`config.mk`:
```
export PLATFORM = sky130hd
export DESIGN_NAME = mrf_mac_rx_mode_filter_control
export DESIGN_NICKNAME = d
export VERILOG_FILES = /design/src/hdl/mrf_pkg.sv /design/src/hdl/mrf_mac_rx_mode_filter_control.sv
export VERILOG_INCLUDE_DIRS = /design/src /design/src/hdl
export SDC_FILE = /design/constraint.sdc
export NUM_CORES = 1
export LEC_CHECK = 0
export BUFFER_PORTS_ARGS = -buffer_cell sky130_fd_sc_hd__buf_2
export CAP_MARGIN = 20
export CORE_MARGIN = 5
export CORE_UTILIZATION = 41
export CTS_BUF_LIST = sky130_fd_sc_hd__clkbuf_16
export DETAILED_ROUTE_END_ITERATION = 6
export SYNTH_ARGS = -nofsm -noshare
export SYNTH_HDL_FRONTEND = slang
export SYNTH_SLANG_ARGS = --single-unit
export TNS_END_PERCENT = 1
```
`constraint.sdc`:
```
create_clock -name clock_i -period 3.15 [get_ports clock_i]
set_clock_uncertainty 0.15 [all_clocks]
set_input_delay 0.1575 -clock clock_i [delete_from_list [all_inputs] [get_ports clock_i]]
set_output_delay 0.1575 -clock clock_i [all_outputs]
set_load 0.03 [all_outputs]
```
`src/hdl/mrf_defines.svh`:
```
// Constants for the MAC receive mode and filter control block
`ifndef MRF_DEFINES_SVH
`define MRF_DEFINES_SVH
`define MRF_ADDR_MODE_CONTROL 8'h80
`define MRF_ADDR_STATION_HI 8'h84
`define MRF_ADDR_STATION_LO 8'h88
`define MRF_ADDR_STATUS 8'hC0
`define MRF_BIT_RECEIVE_EVERY 31
`define MRF_BIT_BLOCK_SELF 23
`define MRF_BIT_LOOPBACK 21
`define MRF_BIT_FULL_DUPLEX 20
`define MRF_BIT_GROUP_ALL 19
`define MRF_BIT_ANY_DEST 18
`define MRF_BIT_INVERSE 17
`define MRF_BIT_DAMAGED 16
`define MRF_BIT_HASH_SELECT 13
`define MRF_CTRL_WMASK 32'h80BF2000
`define MRF_CTRL_RESET 32'h00040000
`define MRF_LOOP_SETTLE_NS 10000
`define MRF_CLK_PERIOD_NS 10
`endif

```
`src/hdl/mrf_pkg.sv`:
```
// Types for the MAC receive mode and filter control block
package mrf_pkg;
   typedef enum logic [1:0] {RX_IDLE, RX_DEST, RX_BODY} mrf_rx_state_e;
endpackage : mrf_pkg

```
`src/hdl/mrf_mac_rx_mode_filter_control.sv`:
```
// MAC mode control register, loopback mux and receive address filter
`timescale 1ns/1ps
`include "mrf_defines.svh"
module mrf_mac_rx_mode_filter_control
   import mrf_pkg::*;
#(
   parameter int unsigned LOOP_SETTLE_CYC = `MRF_LOOP_SETTLE_NS / `MRF_CLK_PERIOD_NS
)(
   input wire logic clock_i, // 100 MHz
   input wire logic rstn_i, // Async reset, active low
   input wire logic [7:0] reg_addr_i, // Register byte address
   input wire logic [31:0] reg_wdata_i, // Write data
   input wire logic reg_wr_i, // Write strobe
   input wire logic reg_rd_i, // Read strobe
   output logic [31:0] reg_rdata_o, // Read data, one cycle later
   input wire logic mac_txen_i, // MAC transmit enable
   input wire logic [3:0] mac_txd_i, // MAC transmit nibble
   output logic phy_txen_o, // To PHY transmit enable
   output logic [3:0] phy_txd_o, // To PHY transmit nibble
   input wire logic phy_rxdv_i, // PHY receive valid (pin)
   input wire logic [3:0] phy_rxd_i, // PHY receive nibble (pin)
   input wire logic rx_err_i, // Frame damaged: runt, collision, underrun
   output logic rx_dv_o, // Receive valid toward MAC core
   output logic [3:0] rx_d_o, // Receive nibble toward MAC core
   output logic frame_done_o, // Pulse at frame end
   output logic frame_pass_o, // Frame goes to the application
   output logic frame_addr_ok_o, // Filter outcome for receive status
   output logic full_duplex_o, // Full duplex mode
   output logic loop_settled_o // Loopback mode change has settled
);
   // Control register and station address
   logic [31:0] ctrl_reg, ctrl_next;
   logic [47:0] station_reg, station_next;
   logic [31:0] rdata_reg, rdata_next;
   // Two-flop synchroniser on PHY pins
   logic [4:0] rx_s1_reg, rx_s2_reg;
   // Loopback path, settle counter
   logic loop_reg, loop_next;
   logic [15:0] settle_reg, settle_next;
   // Receive filter state
   mrf_rx_state_e state_reg, state_next;
   logic [47:0] dest_reg, dest_next;
   logic [3:0] nib_reg, nib_next;
   // Filter settings are frozen per frame so a mid-frame write cannot split a decision
   logic [7:0] cfg_reg, cfg_next;
   logic bad_reg, bad_next;
   logic done_reg, done_next;
   logic pass_reg, pass_next;
   logic ok_reg, ok_next;
   logic dv_reg, dv_next;
   logic [3:0] d_reg, d_next;
   logic blocked_reg, blocked_next;
   logic in_dv;
   logic [3:0] in_d;
   logic match;
   logic addr_ok;

   // Register write and read decode
   always_comb
   begin
      ctrl_next = ctrl_reg;
      station_next = station_reg;
      rdata_next = 32'h00000000;
      // Reserved control bits are dropped by the write mask and read back as zero
      if (reg_wr_i)
      begin
         unique case (reg_addr_i)
            `MRF_ADDR_MODE_CONTROL: ctrl_next = reg_wdata_i & `MRF_CTRL_WMASK;
            `MRF_ADDR_STATION_HI: station_next[47:32] = reg_wdata_i[15:0];
            `MRF_ADDR_STATION_LO: station_next[31:0] = reg_wdata_i;
            default: ;
         endcase
      end
      if (reg_rd_i)
      begin
         unique case (reg_addr_i)
            `MRF_ADDR_MODE_CONTROL: rdata_next = ctrl_reg;
            `MRF_ADDR_STATION_HI: rdata_next = {16'h0000, station_reg[47:32]};
            `MRF_ADDR_STATION_LO: rdata_next = station_reg[31:0];
            `MRF_ADDR_STATUS: rdata_next = {28'h0000000, loop_settled_o, loop_reg, ok_reg, pass_reg};
            default: rdata_next = 32'h00000000;
         endcase
      end
   end

   // Pin inputs are asynchronous to the MAC clock
   // Only the second stage feeds logic; the first may still be settling
   always_ff @(posedge clock_i or negedge rstn_i)
   begin
      if (!rstn_i)
      begin
         rx_s1_reg <= 5'h00;
         rx_s2_reg <= 5'h00;
      end
      else
      begin
         rx_s1_reg <= {phy_rxdv_i, phy_rxd_i};
         rx_s2_reg <= rx_s1_reg;
      end
   end

   // Loopback path switches after the settle time whatever the frame state, so a change mid-frame can still tear a frame
   // The count restarts once path and bit agree, so undoing a change costs nothing
   always_comb
   begin
      loop_next = loop_reg;
      settle_next = settle_reg;
      if (ctrl_reg[`MRF_BIT_LOOPBACK] != loop_reg)
      begin
         if (settle_reg >= 16'(LOOP_SETTLE_CYC - 1))
         begin
            loop_next = ctrl_reg[`MRF_BIT_LOOPBACK];
            settle_next = 16'h0000;
         end
         else
         begin
            settle_next = settle_reg + 16'h0001;
         end
      end
      else
      begin
         settle_next = 16'h0000;
      end
   end

   // Internal loopback feeds transmit back and keeps the PHY quiet
   // The synchroniser keeps running in loopback, so leaving it needs no refill time
   always_comb
   begin
      if (loop_reg)
      begin
         phy_txen_o = 1'b0;
         phy_txd_o = 4'h0;
         in_dv = mac_txen_i;
         in_d = mac_txd_i;
      end
      else
      begin
         phy_txen_o = mac_txen_i;
         phy_txd_o = mac_txd_i;
         in_dv = rx_s2_reg[4];
         in_d = rx_s2_reg[3:0];
      end
   end

   // Perfect match against station address, with modes
   // With hash select set, inverse has no meaning, since it only applies to perfect filtering
   always_comb
   begin
      match = (dest_reg == station_reg);
      if (!cfg_reg[1])
      begin
         addr_ok = cfg_reg[3] ? !match : match;
      end
      else
      begin
         addr_ok = match; // Hash table lives elsewhere; only the exact entry is checked here
      end
      if (cfg_reg[4] && dest_reg[0])
      begin
         addr_ok = 1'b1;
      end
      // Unicast under group-pass still falls to the match above
      if (cfg_reg[5])
      begin
         addr_ok = 1'b1;
      end
   end

   // Frame sequencing: snapshot config at start, collect destination, judge at end
   always_comb
   begin
      state_next = state_reg;
      dest_next = dest_reg;
      nib_next = nib_reg;
      cfg_next = cfg_reg;
      bad_next = bad_reg;
      done_next = 1'b0;
      pass_next = pass_reg;
      ok_next = ok_reg;
      blocked_next = blocked_reg;
      dv_next = 1'b0;
      d_next = 4'h0;
      // Pulses and the stream drop unless set below
      unique case (state_reg)
         RX_IDLE:
         begin
            if (in_dv)
            begin
               // Receive runs while transmitting unless block-self is set outside loopback; the full duplex bit plays no part
               // Own-transmit blocking is judged once, when the frame starts
               blocked_next = ctrl_reg[`MRF_BIT_BLOCK_SELF] && mac_txen_i && !loop_reg;
               // Snapshot of the filter settings for this frame
               cfg_next[7] = ctrl_reg[`MRF_BIT_RECEIVE_EVERY];
               cfg_next[6] = ctrl_reg[`MRF_BIT_DAMAGED];
               cfg_next[5] = ctrl_reg[`MRF_BIT_ANY_DEST];
               cfg_next[4] = ctrl_reg[`MRF_BIT_GROUP_ALL];
               cfg_next[3] = ctrl_reg[`MRF_BIT_INVERSE];
               cfg_next[2] = ctrl_reg[`MRF_BIT_FULL_DUPLEX];
               cfg_next[1] = ctrl_reg[`MRF_BIT_HASH_SELECT];
               cfg_next[0] = 1'b0; // Spare
               dest_next = {in_d, 44'h00000000000};
               nib_next = 4'h1;
               bad_next = rx_err_i;
               state_next = RX_DEST;
            end
         end
         RX_DEST, RX_BODY:
         begin
            if (in_dv)
            begin
               bad_next = bad_reg | rx_err_i;
               if (state_reg == RX_DEST)
               begin
                  // Nibbles enter at the top, so the first one ends lowest
                  dest_next = {in_d, dest_reg[47:4]};
                  nib_next = nib_reg + 4'h1;
                  if (nib_reg == 4'hB)
                  begin
                     state_next = RX_BODY;
                  end
               end
            end
            else
            begin
               // A blocked frame was never delivered, so its end leaves the decision alone
               if (!blocked_reg)
               begin
                  done_next = 1'b1;
                  // Frames shorter than the destination field fail the length test
                  ok_next = addr_ok && (nib_reg == 4'hC);
                  // Receive-all forwards every frame; otherwise address and soundness decide
                  pass_next = cfg_reg[7] ||
                     (addr_ok && (nib_reg == 4'hC) && (!bad_next || cfg_reg[6]));
               end
               blocked_next = 1'b0;
               state_next = RX_IDLE;
            end
         end
      endcase
      if (in_dv && state_next != RX_IDLE && !blocked_next)
      begin
         dv_next = 1'b1;
         d_next = in_d;
      end
   end

   // Registers
   // Every register resets to a constant; the control word starts promiscuous
   always_ff @(posedge clock_i or negedge rstn_i)
   begin
      if (!rstn_i)
      begin
         ctrl_reg <= `MRF_CTRL_RESET;
         station_reg <= 48'h000000000000;
         rdata_reg <= 32'h00000000;
         loop_reg <= 1'b0;
         settle_reg <= 16'h0000;
         state_reg <= RX_IDLE;
         dest_reg <= 48'h000000000000;
         nib_reg <= 4'h0;
         cfg_reg <= 8'h00;
         bad_reg <= 1'b0;
         done_reg <= 1'b0;
         pass_reg <= 1'b0;
         ok_reg <= 1'b0;
         dv_reg <= 1'b0;
         d_reg <= 4'h0;
         blocked_reg <= 1'b0;
      end
      else
      begin
         ctrl_reg <= ctrl_next;
         station_reg <= station_next;
         rdata_reg <= rdata_next;
         loop_reg <= loop_next;
         settle_reg <= settle_next;
         state_reg <= state_next;
         dest_reg <= dest_next;
         nib_reg <= nib_next;
         cfg_reg <= cfg_next;
         bad_reg <= bad_next;
         done_reg <= done_next;
         pass_reg <= pass_next;
         ok_reg <= ok_next;
         dv_reg <= dv_next;
         d_reg <= d_next;
         blocked_reg <= blocked_next;
      end
   end

   // Outputs
   // Decisions come straight from flip-flops, so the core never sees a glitch
   assign reg_rdata_o = rdata_reg;
   assign rx_dv_o = dv_reg;
   assign rx_d_o = d_reg;
   assign frame_done_o = done_reg;
   assign frame_pass_o = pass_reg;
   assign frame_addr_ok_o = ok_reg;
   assign full_duplex_o = ctrl_reg[`MRF_BIT_FULL_DUPLEX];
   assign loop_settled_o = (ctrl_reg[`MRF_BIT_LOOPBACK] == loop_reg);
endmodule : mrf_mac_rx_mode_filter_control

```
==> Word level (Yosys, flattened, before mapping) <==
Cells that the tools add are included.
{ "totals": {"register_bits": 187, "word_cells": 99, "output_inout_bits": 47} }
{ "classes": {"bitwise_logic": 3, "order_cmp": 1, "reduce_logical": 24, "n_mux": 36, "eq_ne": 14, "n_addsub": 2} }
{ "op_table": {"columns": ["operator", "count"], "rows": [
  ["$mux 48", 3],
  ["$pmux 32 s4", 1],
  ["$pmux 48 s2", 1],
  ["$eq 48x48->1", 1],
  ["$eq 8x8->1 const B", 4],
  ["$mux 16", 2],
  ["$mux 32", 1],
  ["$mux 4", 6],
  ["$add 16x1->16 const B", 1],
  ["$ge 16x10->1 const B", 1],
  ["$mux 1", 14],
  ["$reduce_and 2->1", 6],
  ["$eq 4x4->1 const B", 2],
  ["$mux 2", 4],
  ["$pmux 4 s2", 1],
  ["$logic_and 1x1->1", 7],
  ["$ne 2x2->1 const B", 3],
  ["$reduce_and 3->1", 2],
  ["$add 4x1->4 const B", 1],
  ["$logic_not 1->1", 4],
  ["$pmux 1 s2", 2],
  ["$pmux 2 s2", 1],
  ["$eq 2x1->1 const B", 1],
  ["$eq 2x2->1 const B", 1],
  ["other kinds (8)", 10]
]} }

==> Depth between registers and ports, before layout <==
{ "depth": {"depth_word": 9, "depth_mapped": 8, "mapped_depth_nobuf": 8} }

==> Worst setup path before layout <==
Ideal clock, no wire load.
{ "synth_timing": {"kind": "register to register", "startpoint": "register state_reg[0]", "endpoint": "register pass_reg (netlist: frame_pass_o)", "path_stages_with_launch": 9, "setup_slack_ps": 1019, "arrival_time_ps": 1862, "period_less_slack_ps": 2131, "setup_ps": 120, "required_ps": 2880, "cell_sequence": "dfrtp_1 inv_1 ha_1 clkinv_1 nor3_1 mux2i_1 nand3_1 mux2i_1 nor2_1"} }
{ "synth_via": {"elab_chain_cells": 3} }
{ "synth_rtl": {"columns": ["item", "line_no", "source"], "rows": [
  ["start: declaration", "mrf_mac_rx_mode_filter_control.sv:41", "mrf_rx_state_e state_reg, state_next;"],
  ["start signal: assignment", "mrf_mac_rx_mode_filter_control.sv:278", "state_reg <= state_next;"],
  ["$eq 2x1->1 or $eq 2x2->1 (tied branches)", "mrf_mac_rx_mode_filter_control.sv:185", "unique case (state_reg)"],
  ["$reduce_or 2->1 *", "mrf_mac_rx_mode_filter_control.sv:185", null],
  ["$reduce_and 3->1 (no source line) *", null, null],
  ["end signal: assignment", "mrf_mac_rx_mode_filter_control.sv:284", "pass_reg <= pass_next;"],
  ["end: declaration", "mrf_mac_rx_mode_filter_control.sv:48", "logic pass_reg, pass_next;"]
]} }
Mark *: on every way between the ends. The rest lies on a longest branch, timed or not.
A chain may end at the register's enable or synchronous reset.

==> Final worst setup path <==
Same ends and word-level chain as after synthesis.

==> impl_metrics.csv <==
group,metric,value,unit
run_status,outcome,"finished, final reports clean",
min_path,min-delay-start,"mac_txen_i",
clock_network,cts_tree,"yes",
worst_setup_path,cp_slowest_cell,"dfrtp_1",
clock_network,cts_buffers,17,
layout,fin_util,0.5120,
worst_setup_path,crit_path_start,"state_reg[0]",
worst_setup_path,cp_max_fo,10,
timing,rsz0062_at_grt,"false",
timing,fmax,412.0,MHz
synthesis,avgSynthCellArea,11.82,sq um
global_routing,grt_pass1_vias,5839,
timing,period_share,0.7706,
routing,antenna_left,0,
clock_network,post_cts_resized,0,
worst_setup_path,worstSetupPathType,"flip-flop to flip-flop",
power_and_ir_drop,ir_drop,0.6818,mV
clock_network,clk_latency,0.43,ns
synthesis,syn-instance-count,674,
timing,tightestPinTransition,0.8760,ns
layout,final_layout_size_suffix_gt1_frac,0.2628,
worst_setup_path,critical_path_depth,9,
worst_setup_path,cpMostUsedCell,"mux2i_1",
layout,final-seq-area,4656,sq um
floorplanning,rows,51,
layout,multi_input_comb_area,3148,sq um
clock_network,cts_sinks,186,
worst_setup_path,regToRegStartpoint,"state_reg[0]",
global_routing,antenna_found_initial,0,
floorplanning,start_util,0.4134,
global_routing,track_usage,0.1838,
placed_design,place_congestion,0.8476,
floorplanning,die_y,149.4,um
placed_design,port_buffers,101,
timing,drv_slew,0,
routing,drtIter0Drc,318,
floorplanning,die_w,149.4,um
min_path,hold_path_class,"input pin to flip-flop",
floorplanning,dieArea,22320,sq um
clock_network,postCtsSetupRepairBufs,0,
worst_setup_path,path_cells,"inv_1 > ha_1 > clkinv_1 > nor3_1 > buf_4 > mux2i_1 > nand3_1 > mux2i_1 > nor2_1",
worst_setup_path,slowest_delay,0.44,ns
layout,nNetsFinal,888,
routing,dr.pass1.iters,7,
worst_setup_path,worstSetupStartpointType,"flip-flop",
worst_setup_path,endpoint_kind,"flip-flop",
synthesis,synth_seq_area_share,0.5844,
routing,viasPerCell,5.005,
timing,finalHoldViolCount,0,
floorplanning,ioPinCount,102,
timing,setup_viol,0,
power_and_ir_drop,power.leakage,5.038,nW
worst_setup_path,path_delay_family,"buffers and inverters",
worst_setup_path,required,3.32,ns
placed_design,dp_hpwl,13730,um
global_routing,grt_overflow,0,
clock_network,hold_buffers,46,
clock_network,clkTransAtPathRegs,0.08,ns
worst_setup_path,critPathBufInv,3,
routing,wl_per_cell,17.83,um
floorplanning,core_area,19270,sq um
routing,vias,5536,
min_path,min_path_cells,4,
timing,post-route-min-period,2.427,ns
synthesis,synth-edff-count,0,
synthesis,async_flop_share,1.000,
synthesis,yosysWarningCount,0,
job,maxCapViolCount,0,
timing,max_slew_margin,0.4146,
synthesis,synth_area,7966,sq um
clock_network,cts-root-buf,"clkbuf_16",
global_routing,grt_max_degree,72,
worst_setup_path,reg2regPathDepth,9,
synthesis,synth_seq_cells,186,
synthesis,yosysUniqueCellTypes,45,
routing,drt_wl_total,19720,um
power_and_ir_drop,powerDensity,592.4,nW/um^2
clock_network,htreeDepth,4,
layout,layout-area-overhead-vs-synth,23.86,%
global_routing,grt_pass1_wl,31660,um
timing,fin_tns_setup,0,ns
layout,insertedDiodeCount,0,
synthesis,ys.flop_type,"dfrtp_1",
layout,fillCellCount,1748,
routing,drc,0,
worst_setup_path,cp.arrival,2.60,ns
clock_network,cts_buffer_depth,2,
worst register-to-register path, cell delays in order, from the launching register on:
cell      delay, ns
dfrtp_1        0.44
inv_1          0.11
ha_1           0.31
clkinv_1       0.24
nor3_1         0.29
buf_4          0.18
mux2i_1        0.28
nand3_1        0.10
mux2i_1        0.15
nor2_1         0.06
cell usage after synthesis, types with 5 or more instances:
master    number  area (sq um)
dfrtp_1      185          4629
nand2_1      103         386.6
o21ai_0       54         270.3
xor2_1        53         464.2
nor2_1        46         172.7
mux2_4        40         600.6
mux2_2        26         292.8
a22oi_1       22         165.2
clkbuf_1      15         56.30
nor4_1        13         81.33
and3_1        12         75.07
buf_2         10         50.05
nand3_1        9         45.04
nor2b_1        9         56.30
inv_1          8         30.03
mux2i_1        8         80.08
a21oi_1        6         30.03
nor3_1         6         30.03
a22o_1         5         43.79
ha_1           5         62.56
metrics by stage:
step	std cells	power, mW	hold slack, ns	setup WS (ns)	cell area [sq um]
final	1106	5.845	0.05337	0.7227	9867
after global routing	1106	6.104	0.06079	0.5222	9867
after CTS	1106	5.887	0.03837	0.7370	9867
after detailed placement	1028	3.669	0.08526	0.7614	8803
after global placement	1027	3.627	0.06379	0.8620	8783
after floorplan	679	3.314	-0.2881	1.019	7985
cell type report:
cell class              instances  area share
inverters                       9    0.003424
clock inverters                15     0.01801
flip-flops and latches        186      0.4718
clock buffers                  17     0.04311
multi-input cells             454      0.3190
well taps                     265     0.03360
repair buffers                160      0.1110
where the power goes:
part / internal (mW) / total, mW / switching, mW / leakage [nW]
Clock: 1.14 / 2.18 / 1.04 / 0.288
Sequential: 2.57 / 2.74 / 0.174 / 2.52
Combinational: 0.359 / 0.922 / 0.563 / 2.23
worst paths after layout:
check	end	slack, ns
setup / recovery	frame_pass_o	0.72
hold / removal	blocked_reg	0.05
setup reg to reg	frame_pass_o	0.72
hold reg to reg	rx_s2_reg[1]	0.20
max in group asynchronous	station_reg[46]	1.75
min in group asynchronous	dest_reg[12]	0.17
cells by family after synthesis:
| kind of cell | synth area share |
|---|---|
| compound gates | 0.07193 |
| xor+xnor | 0.06157 |
| fa+ha+maj | 0.009110 |
| buf+inv | 0.02419 |
| flops | 0.5844 |
| mux | 0.1222 |
| other cells | 0.0004707 |
| simple gates | 0.1261 |
placed cells by master (no fill, tap or decap), types with 6 or more instances in the layout:
master and n:
nor4_1 13, a22oi_1 22, a21oi_1 6, conb_1 6, nor2b_1 9, nor3_1 6
buf_4 11, inv_1 8, mux2_2 26, mux2_4 40, and3_1 12, dlygate4sd3_1 46
mux2i_1 8, nor2_1 46, nand3_1 9, buf_2 100, dfrtp_1 185, o21ai_0 53
clkbuf_16 17, nand2_1 103, xor2_1 53
per-layer routing:
layer | vias up | routed length [um] | track usage
met3 | 21 | 1124 | 0.04923
met5 | - | 0 | 0
met1 | 2759 | 8800 | 0.2462
met2 | 149 | 9539 | 0.2991
met4 | 0 | 254 | 0.04622
li1 | 2607 | - | -
Power figures use the tool's default switching activity.
